<file path="config.mk">
export PLATFORM = sky130hd
export DESIGN_NAME = lpd_decoder
export DESIGN_NICKNAME = d
export VERILOG_FILES = /design/src/lpd_pkg.sv /design/src/lpd_decoder.sv
export SDC_FILE = /design/constraint.sdc
export NUM_CORES = 2
export LEC_CHECK = 0
export BUFFER_PORTS_ARGS = -buffer_cell sky130_fd_sc_hd__buf_4
export CAP_MARGIN = 20
export CORE_ASPECT_RATIO = 1.5
export CORE_MARGIN = 10
export CORE_UTILIZATION = 60
export DETAILED_ROUTE_END_ITERATION = 7
export PLACE_DENSITY = 0.77
export SYNTH_ARGS = -nofsm -noshare
export SYNTH_HDL_FRONTEND = slang
export SYNTH_SLANG_ARGS = --single-unit
</file>
<file path="constraint.sdc">
create_clock -name sys_clk -period 78.3 [get_ports sys_clk]
set_input_delay 7.83 -clock sys_clk [delete_from_list [all_inputs] [get_ports sys_clk]]
set_output_delay 7.83 -clock sys_clk [all_outputs]
set_load 0.02 [all_outputs]
</file>
<file path="src/lpd_pkg.sv">
/*
 * Package for the local-to-PCI address decoder: constants, codes and
 * the request and cycle structs used by the decoder and its FIFO.
 * Assumes a single clock domain, sys_clk at 100 MHz.
 */
// Contract
// (RQ1) Claim every access in bridge 256 MB block
// (RQ2) Address bits 30:28 select top-level space
// (RQ3) Reset map: fixed regions, untranslated memory passthrough
// (RQ4) Byte 0000 0xxx gives 64 kB I/O cycles
// (RQ5) 100x config address, 101x config data
// (RQ6) 110x own registers, 1110 special, 1111 intack
// (RQ7) Config data low bits match config address
// (RQ8) Fixed map lowest megabyte; else passthrough memory
// (RQ9) Two memory windows, one I/O window compared
// (RQ10) Window size 32, 64, 128 or 256 MB
// (RQ11) Priority: fixed, mem0, mem1, I/O window
// (RQ12) Memory hit address from base and masked bits
// (RQ13) Window base supplies top PCI address nibble
// (RQ14) No window hit: address sent untranslated
// (RQ15) PCI bit n is local bit 31-n
// (RQ16) Data bytes reordered to little-endian
// (RQ17) Initiator avoids looping back to own target
// (RQ18) PCI boot target answers first read
// (RQ19) Size field masks local bits 27:24
// (RQ20) Non-bridge accesses make no PCI activity
`default_nettype none
package lpd_pkg;
    localparam logic [2:0] SPACE_DRAM   = 3'h0;
    localparam logic [2:0] SPACE_CTRL   = 3'h1;
    localparam logic [2:0] SPACE_FLASH  = 3'h2;
    localparam logic [2:0] SPACE_BRIDGE = 3'h3;
    localparam logic [3:0] SIZE_32MB    = 4'h1;
    localparam logic [3:0] SIZE_64MB    = 4'h3;
    localparam logic [3:0] SIZE_128MB   = 4'h7;
    localparam logic [3:0] SIZE_256MB   = 4'hf;
    localparam logic [3:0] SIZE_RST     = 4'h0;
    localparam logic [7:0] BASE_RST     = 8'h00;
    localparam logic [7:0] LB_BASE_RST  = 8'h00;
    localparam logic       EN_RST       = 1'b0;
    localparam int         FIFO_DEPTH   = 16;

    typedef enum logic [2:0] {
        CYC_MEM, CYC_IO, CYC_CFG_ADDR, CYC_CFG_DATA,
        CYC_OWN_REG, CYC_SPECIAL, CYC_INTACK
    } lpd_cyc_t;

    typedef struct packed {
        logic [31:0] addr;
        logic [63:0] data;
        logic [7:0]  be;
        logic        write;
    } lpd_req_t;

    typedef struct packed {
        lpd_cyc_t    kind;
        logic [31:0] pci_addr;
        logic [63:0] data;
        logic [7:0]  be;
        logic        write;
    } lpd_cyc_s_t;

    typedef struct packed {
        logic       en;
        logic [7:0] local_base;
        logic [3:0] size;
        logic [7:0] pci_base;
    } lpd_win_t;
endpackage : lpd_pkg
`default_nettype wire

</file>
<file path="src/lpd_decoder.sv">
/*
 * Address decoder and byte reorderer of the local-to-PCI bridge, with
 * the output FIFO. Assumes requests arrive on sys_clk; window settings
 * are quasi-static ports from the same domain.
 */
`default_nettype none
module lpd_fifo #(
    parameter int W = 8,
    parameter int D = 16
) (
    // Clock and reset
    input  wire logic         sys_clk,
    input  wire logic         sys_rst,
    // Fill side
    input  wire logic         in_valid,
    output logic              in_ready,
    input  wire logic [W-1:0] in_data,
    // Drain side
    output logic              out_valid,
    input  wire logic         out_ready,
    output logic [W-1:0]      out_data
);
    localparam int AW = $clog2(D);
    typedef struct packed {
        logic [D-1:0][W-1:0] mem;
        logic [AW-1:0]       wp;
        logic [AW-1:0]       rp;
        logic [AW:0]         cnt;
    } lpd_fifo_st_t;
    lpd_fifo_st_t s_q, s_d;
    logic push, pop;

    assign push      = in_valid && in_ready;
    assign pop       = out_valid && out_ready;
    assign in_ready  = s_q.cnt != (AW+1)'(D);
    assign out_valid = s_q.cnt != '0;
    assign out_data  = s_q.mem[s_q.rp];

    always_comb begin
        s_d = s_q;
        if (push) begin
            s_d.mem[s_q.wp] = in_data;
            s_d.wp = s_q.wp + 1'b1;
        end
        if (pop) begin
            s_d.rp = s_q.rp + 1'b1;
        end
        s_d.cnt = s_q.cnt + (AW+1)'(push) - (AW+1)'(pop);
    end

    always_ff @(posedge sys_clk or posedge sys_rst) begin
        if (sys_rst) begin
            s_q <= '0;
        end else begin
            s_q <= s_d;
        end
    end
endmodule : lpd_fifo

module lpd_decoder #(
    parameter int DEPTH = lpd_pkg::FIFO_DEPTH
) (
    // Clock and reset
    input  wire logic                  sys_clk,
    input  wire logic                  sys_rst,
    // Local bus request (big-endian bit numbering on addr)
    input  wire logic                  req_valid,
    output logic                       req_ready,
    input  wire lpd_pkg::lpd_req_t     req,
    // Window configuration: mem0, mem1, io
    input  wire lpd_pkg::lpd_win_t     mem_window0,
    input  wire lpd_pkg::lpd_win_t     mem_window1,
    input  wire lpd_pkg::lpd_win_t     io_window,
    // PCI cycle output
    output logic                       cyc_valid,
    input  wire logic                  cyc_ready,
    output lpd_pkg::lpd_cyc_s_t        cyc,
    // Status
    output logic                       ignored_q
);
    localparam int CW = $bits(lpd_pkg::lpd_cyc_s_t);

    typedef struct packed {
        logic                stg_valid;
        lpd_pkg::lpd_cyc_s_t stg;
        logic                ignored;
    } lpd_st_t;
    lpd_st_t s_q, s_d;

    logic [31:0]         pa;
    logic [31:0]         pa_le;
    logic [63:0]         data_le;
    logic [7:0]          be_le;
    logic                in_bridge;
    logic                fixed_hit;
    logic                hit0, hit1, hit_io;
    lpd_pkg::lpd_cyc_s_t dec;
    logic                fifo_ready;
    logic [CW-1:0]       fifo_out;

    // ****************************************************
    // Bit mirroring and byte reordering
    // ****************************************************
    genvar g;
    generate
        for (g = 0; g < 32; g++) begin : g_mirror
            assign pa[g] = req.addr[31-g]; // [RQ15]
        end
        for (g = 0; g < 8; g++) begin : g_twist
            assign data_le[g*8 +: 8] = req.data[(7-g)*8 +: 8]; // [RQ16]
            assign be_le[g] = req.be[7-g]; // [RQ16]
        end
    endgenerate
    assign pa_le = pa;

    // ****************************************************
    // Window compare
    // ****************************************************
    function automatic logic win_hit(lpd_pkg::lpd_win_t w,
                                     logic [31:0] a);
        // Set size bits exclude matching address bits
        win_hit = w.en && (((a[27:24] ^ w.local_base[3:0])
                  & ~w.size) == 4'h0); // [RQ19] [RQ10] [RQ9]
    endfunction : win_hit

    // [RQ1] [RQ2] [RQ20]
    assign in_bridge = pa[30:28] == lpd_pkg::SPACE_BRIDGE;
    // [RQ8]
    assign fixed_hit = pa[27:20] == 8'h00 && pa[19] == 1'b0
                       ? 1'b1 : (pa[27:20] == 8'h00);
    assign hit0      = win_hit(mem_window0, pa);
    assign hit1      = win_hit(mem_window1, pa);
    assign hit_io    = win_hit(io_window, pa);

    // ****************************************************
    // Decode
    // ****************************************************
    always_comb begin
        dec.data     = data_le;
        dec.be       = be_le;
        dec.write    = req.write;
        dec.kind     = lpd_pkg::CYC_MEM;
        dec.pci_addr = {4'h0, pa[27:0]}; // [RQ3] [RQ14]
        if (fixed_hit) begin // [RQ11]
            unique casez (pa[23:16])
                8'b0000_0???: begin // [RQ4]
                    dec.kind     = lpd_pkg::CYC_IO;
                    dec.pci_addr = {16'h0000, pa[15:0]};
                end
                8'b0000_100?: begin // [RQ5]
                    dec.kind     = lpd_pkg::CYC_CFG_ADDR;
                    dec.pci_addr = pa;
                end
                8'b0000_101?: begin // [RQ5]
                    dec.kind     = lpd_pkg::CYC_CFG_DATA;
                    dec.pci_addr = pa;
                end
                8'b0000_110?: begin // [RQ6]
                    dec.kind     = lpd_pkg::CYC_OWN_REG;
                    dec.pci_addr = {24'h000000, pa[7:0]};
                end
                8'b0000_1110: dec.kind = lpd_pkg::CYC_SPECIAL; // [RQ6]
                8'b0000_1111: dec.kind = lpd_pkg::CYC_INTACK; // [RQ6]
                default:      dec.kind = lpd_pkg::CYC_MEM; // [RQ8]
            endcase
        end else if (hit0) begin // [RQ11] [RQ12] [RQ13]
            dec.pci_addr = {mem_window0.pci_base[7:4],
                (pa[27:24] & ~mem_window0.size)
                | mem_window0.pci_base[3:0], pa[23:0]};
        end else if (hit1) begin // [RQ11] [RQ12] [RQ13]
            dec.pci_addr = {mem_window1.pci_base[7:4],
                (pa[27:24] & ~mem_window1.size)
                | mem_window1.pci_base[3:0], pa[23:0]};
        end else if (hit_io) begin // [RQ13]
            dec.kind     = lpd_pkg::CYC_IO;
            dec.pci_addr = {io_window.pci_base[7:4],
                (pa[27:24] & ~io_window.size)
                | io_window.pci_base[3:0], pa[23:0]};
        end
    end

    // ****************************************************
    // Stage register and FIFO
    // ****************************************************
    assign req_ready = !s_q.stg_valid || fifo_ready;

    always_comb begin
        s_d = s_q;
        s_d.ignored = 1'b0;
        if (s_q.stg_valid && fifo_ready) begin
            s_d.stg_valid = 1'b0;
        end
        if (req_valid && req_ready) begin
            if (in_bridge) begin
                s_d.stg_valid = 1'b1;
                s_d.stg       = dec;
            end else begin
                s_d.ignored = 1'b1; // [RQ20]
            end
        end
    end

    always_ff @(posedge sys_clk or posedge sys_rst) begin
        if (sys_rst) begin
            s_q <= '0;
        end else begin
            s_q <= s_d;
        end
    end

    lpd_fifo #(.W(CW), .D(DEPTH)) u_fifo (
        .sys_clk   (sys_clk),
        .sys_rst   (sys_rst),
        .in_valid  (s_q.stg_valid),
        .in_ready  (fifo_ready),
        .in_data   (s_q.stg),
        .out_valid (cyc_valid),
        .out_ready (cyc_ready),
        .out_data  (fifo_out)
    );
    assign cyc       = lpd_pkg::lpd_cyc_s_t'(fifo_out);
    assign ignored_q = s_q.ignored;

    // ****************************************************
    // Checks
    // ****************************************************
    property p_ignore;
        @(posedge sys_clk) disable iff (sys_rst)
        req_valid && req_ready && !in_bridge |=> ignored_q
            && !s_q.stg_valid;
    endproperty
    a_ignore: assert property (p_ignore) // [RQ20]
        else $error("Non-bridge access was staged");

    property p_claim;
        @(posedge sys_clk) disable iff (sys_rst)
        req_valid && req_ready && in_bridge |=> s_q.stg_valid;
    endproperty
    a_claim: assert property (p_claim) // [RQ1]
        else $error("Bridge access not claimed");

    property p_passthru;
        @(posedge sys_clk) disable iff (sys_rst)
        req_valid && req_ready && in_bridge && !fixed_hit && !hit0
            && !hit1 && !hit_io |=> s_q.stg.pci_addr[31:28] == 4'h0
            && s_q.stg.kind == lpd_pkg::CYC_MEM;
    endproperty
    a_passthru: assert property (p_passthru) // [RQ14]
        else $error("Passthrough address translated");

    property p_io_fixed;
        @(posedge sys_clk) disable iff (sys_rst)
        req_valid && req_ready && in_bridge && pa[27:19] == 9'h000
            |=> s_q.stg.kind == lpd_pkg::CYC_IO
            && s_q.stg.pci_addr[31:16] == 16'h0000;
    endproperty
    a_io_fixed: assert property (p_io_fixed) // [RQ4]
        else $error("Fixed I/O region misdecoded");

    property p_win0;
        @(posedge sys_clk) disable iff (sys_rst)
        req_valid && req_ready && in_bridge && !fixed_hit && hit0
            |=> s_q.stg.pci_addr[31:28] == $past(mem_window0.pci_base[7:4]);
    endproperty
    a_win0: assert property (p_win0) // [RQ13]
        else $error("Window 0 top nibble wrong");

    property p_special;
        @(posedge sys_clk) disable iff (sys_rst)
        req_valid && req_ready && in_bridge && pa[27:16] == 12'h00e
            |=> s_q.stg.kind == lpd_pkg::CYC_SPECIAL;
    endproperty
    a_special: assert property (p_special) // [RQ6]
        else $error("Special cycle not issued");

    property p_twist;
        @(posedge sys_clk) disable iff (sys_rst)
        req_valid && req_ready && in_bridge
            |=> s_q.stg.data[7:0] == $past(req.data[63:56]);
    endproperty
    a_twist: assert property (p_twist) // [RQ16]
        else $error("Data bytes not reordered");

    property p_prio;
        @(posedge sys_clk) disable iff (sys_rst)
        req_valid && req_ready && in_bridge && !fixed_hit && hit0
            && hit1 |=> s_q.stg.pci_addr[31:28]
            == $past(mem_window0.pci_base[7:4]);
    endproperty
    a_prio: assert property (p_prio) // [RQ11]
        else $error("Window 1 beat window 0");
endmodule : lpd_decoder
`default_nettype wire

</file>
## Yosys cells after proc, flatten, opt, wreduce, memory -nomap -nowiden

Index checks and enable logic that the tools add are counted.

- Mux-type cells: 18
- Bitwise gates (word level): 16
- Reduce and logical (&&, ||, !) cells: 18
- Add/subtract/negate cells: 4
- Order comparisons: 3
- Equality and inequality tests: 7

Operators with widths:

| operator | number |
|---|---|
| 1728-bit bitwise mux | 1 |
| 108-bit binary-select mux with 4-bit select | 1 |
| 108-bit demux with 4-bit select | 1 |
| 108-bit 2-to-1 mux | 2 |
| 110-bit 2-to-1 mux | 1 |
| 109-bit 2-to-1 mux | 1 |
| 32-bit one-hot mux with 3 select lines | 1 |
| 32-bit 2-to-1 mux | 2 |
| 35-bit 2-to-1 mux | 1 |
| 33-bit 2-to-1 mux | 1 |
| 4-bit bitwise AND | 6 |
| 7-bit by 3-bit == test with 1-bit output (second input constant) | 3 |
| 3-bit one-hot mux with 6 select lines | 1 |
| 8-bit by 4-bit == test with 1-bit output (second input constant) | 2 |
| 4-bit logical NOT | 3 |
| 4-bit NOT | 3 |
| 4-bit OR | 3 |
| 4-bit bitwise XOR | 3 |
| 4-bit by 5-bit < comparator with 1-bit output (second input constant) | 2 |
| 4-bit by 1-bit adder with 4-bit output (second input constant) | 2 |
| 1-bit logical AND | 8 |
| 8-bit logical NOT | 1 |
| 5-bit by 1-bit adder with 5-bit output | 1 |
| 5-bit logical NOT | 1 |
| other kinds (12) | 15 |

- Input port bits: 172
- Output and inout port bits: 111
- Logic and storage cells: 92
- Register bits after elaboration: 1851

## Logic depth before layout (Yosys ltp)

- Depth in word-level cells: 10
- Mapped depth: 15

## Modules after synthesis

From an unflattened synthesis, not the netlist that was laid out.

- Cell total of the unflattened synthesis: 5736
- Area, all modules: 83876.7 um^2

Modules (own cells, without submodules):

| module | area each (um^2) | times used | sequential area each (um^2) | cells each |
|---|---|---|---|---|
| lpd_fifo | 79055.8 | 1 | 43566.8 | 5199 |
| lpd_decoder | 4820.9 | 1 | 2752.6 | 537 |

## Worst setup path after synthesis

No wires, ideal clock.

- Kind: register -> output
- From: register u_fifo.s_q[6] (netlist name)
- To: output port cyc[59] (netlist name)
- Arrival time: 2048 ps
- Path buffers: 3
- Setup slack: 68422 ps
- Cell stages (with the launch flop): 6
- Cells stage by stage: dfrtp_1 -> buf_2 -> clkbuf_1 -> buf_1 -> mux4_2 -> mux4_2

RTL lines:

| what | line | RTL |
|---|---|---|
| start: declaration | lpd_decoder.sv:30 | `lpd_fifo_st_t s_q, s_d;` |
| start signal: assignment | lpd_decoder.sv:53 | `s_q <= '0;` |
| start signal: assignment | lpd_decoder.sv:55 | `s_q <= s_d;` |
| end: declaration | lpd_decoder.sv:77 | `output lpd_pkg::lpd_cyc_s_t cyc,` |

==> results.ini <==
[routing]
drt_iter0_drc=3216
drt-total-wl_mm=194.8
wl_per_cell_um=27.74
vias_per_cell=6.403
dr.pass1.iters=5
vias=44953
drtAntennaViolNets=0
drc_errors=0

[setup_path]
critical_path_class=in -> async
critPathLaunch=sys_rst
cp_slowest_cell=buf_4
r2r-end=s_q[33]
arrival_ps=13750
endpoint=u_fifo.s_q[1048]
r2r-start=u_fifo.s_q[3]
max_stage_delay_ps=860
worst-path-max-fanout=177
cp.required_ps=79120
start_kind=input pin
path_cells=buf_4 -> inv_8 -> buf_12 -> buf_4 -> buf_4 -> buf_4 -> buf_4 -> buf_16 -> buf_4
endpoint_kind=asynchronous set/reset pin
r2r_cells=9
r2r_slack_ps=74410
cpMostUsedCell=buf_4

[placed_design]
placed_area_um2=85470
place_congestion=0.7656
dp_hpwl_mm=104.3
pre_cts_ws_ps=63990
port_buffers=270

[clocking]
cts_resized=0
cts_setup_buffers=0
cts_root_buffer=clkbuf_16
cts_num_sinks=1851
cts_buffers=172
cts_buffer_depth=3
clk_pin_slew_ps=60
htree_levels=4
cts_tree=yes
cts_hold_buf=0
insertion_delay_ps=820

[layout]
seq_area_um2=46330
drive_gt1_frac=0.5412
multiInputGateArea_um2=34080
syn_to_final_growth_pct=10.49
fillers=9357
fin_nets=5310
design_area_um2=91180

[sta]
setup_viol=0
finalCriticalPeriod_ps=12930
whs_ps=487.8
fin_tns_setup_ps=0
fmax_mhz=77.33
drv_slew=0
fin_ws_ps=65370
timing.slew.headroom=0.2077
skew_ps=41.30
hold_viol=0
post-route-period-util=0.1651
rsz0062_at_grt=no
worst_pin_slew_ps=1188

[yosys]
synth_largest_area_cell=dfrtp_1
syn_area_um2=82520
synth_area_per_cell_um2=16.37
synth_area_leaders=dfrtp_1 56%, mux2_2 23%, mux4_2 15%
synth_edf_count=0
synth-seq-cells=1851
ys_async_sr_fraction=1.000
syn-num-nets=5225
yosys_warnings=0
synth_top_area_frac=0.5613
synthCells=5041
ys_seq_area_frac=0.5613
yosys.cell_types.count=51
synthFlopType=dfrtp_1

[global_routing]
globalRouteOverflowTotal=0
antenna_found_initial=1
grt_pass1_vias=48773
grt_use_total=0.2594
grt_pass1_wl_mm=302.2
grt_start_max_net_pins=178

[pwr]
vdd_drop_max_mv=0.03469
p_leak_nw=45.11
power.total_mw=2.726
power.density_nw_per_um2=29.90

[floorplanning]
rows=166
dieWidth_um=322.8
floorplan.die_area_um2=153100
start_util=0.6038
io_pins=283
die_y_um=474.2
core_um2=136700

[hold_path]
min_path_type=reg -> reg
hold_start=u_fifo.s_q[1174]

[flow_run]
maxCapViolCount=0

[outcome]
status=finished, final reports clean

==> sequential cells by signal, indices dropped and copies added (netlist names) <==
name	flops
u_fifo.s_q	1741
s_q	109
ignored_q	1
==> where the power goes <==
group	switching (mW)	internal (mW)
registers	0.137	1.11
logic	0.304	0.346
clock network	0.364	0.470
total	0.805	1.92
==> cells in the final DEF, fill, tap and decap left out, types with 5 or more instances in the layout <==
cell type	count
nand2_1	297
o21ai_0	13
nand3_4	13
bufinv_16	6
mux4_2	540
dfrtp_1	1847
clkinv_2	24
clkbuf_1	43
a21oi_1	9
mux2_2	1663
buf_4	341
mux2_1	66
buf_16	6
buf_12	7
nand3_1	15
inv_1	20
clkinv_8	5
nor2_1	16
clkbuf_16	176
clkbuf_8	38
ha_1	11
xnor2_1	20
==> layer usage <==
metal	wire, um	GRT usage
met5	0	0
met4	3758	0.06414
met3	9091	0.04122
met2	96910	0.4244
met1	85000	0.3652
==> through the flow <==
step,utilization,instances
2_1_floorplan,-,5041
3_3_place_gp,0.6246,6707
3_5_place_dp,0.6254,6712
4_1_cts,0.6664,7015
5_1_grt,0.6671,7020
6_report,0.6672,7021
==> area by class of cell <==
cell class | count | area share
well taps | 1764 | 0.02421
multi-input cells | 2726 | 0.3738
inverters | 21 | 0.0009469
clock buffers | 257 | 0.05581
clock inverters | 46 | 0.005571
repair buffers | 354 | 0.03142
flip-flops and latches | 1851 | 0.5082
diodes | 2 | 0.00005489
==> cells in the mapped netlist (all sizes together) (5+ instances only) <==
master	n
clkbuf	195
nor2	17
xnor2	20
ha	11
nand3	28
mux4	540
o21ai	14
nand4	8
mux2	1729
a21oi	9
dfrtp	1851
nand2	297
nor2b	5
buf	248
inv	21
==> critical path, delay by kind of cell <==
| family | cells | cell delay (ps) |
|---|---|---|
| buffers and inverters | 9 | 5470 |
==> how the worst min path moves through the flow <==
stage                       end  slack [ps]  cells after the start
5_1_grt        u_fifo.s_q[1178]         500                      1
6_report       u_fifo.s_q[1174]         490                      1
2_1_floorplan  u_fifo.s_q[1165]         460                      1
3_3_place_gp   u_fifo.s_q[1182]         470                      1
3_5_place_dp   u_fifo.s_q[1174]         480                      1
4_1_cts        u_fifo.s_q[1174]         490                      1
==> cell families after synthesis <==
logic type                 share of synthesized area
AOI/OAI and AO/OA                           0.003957
xor gates and xnor gates                    0.002335
adders and majority gates                   0.001910
buffers and inverters                        0.02631
DFF                                           0.5613
muxes                                         0.3834
and+or+nand+nor                              0.02079
No activity file was read; power rests on OpenSTA's default activity.
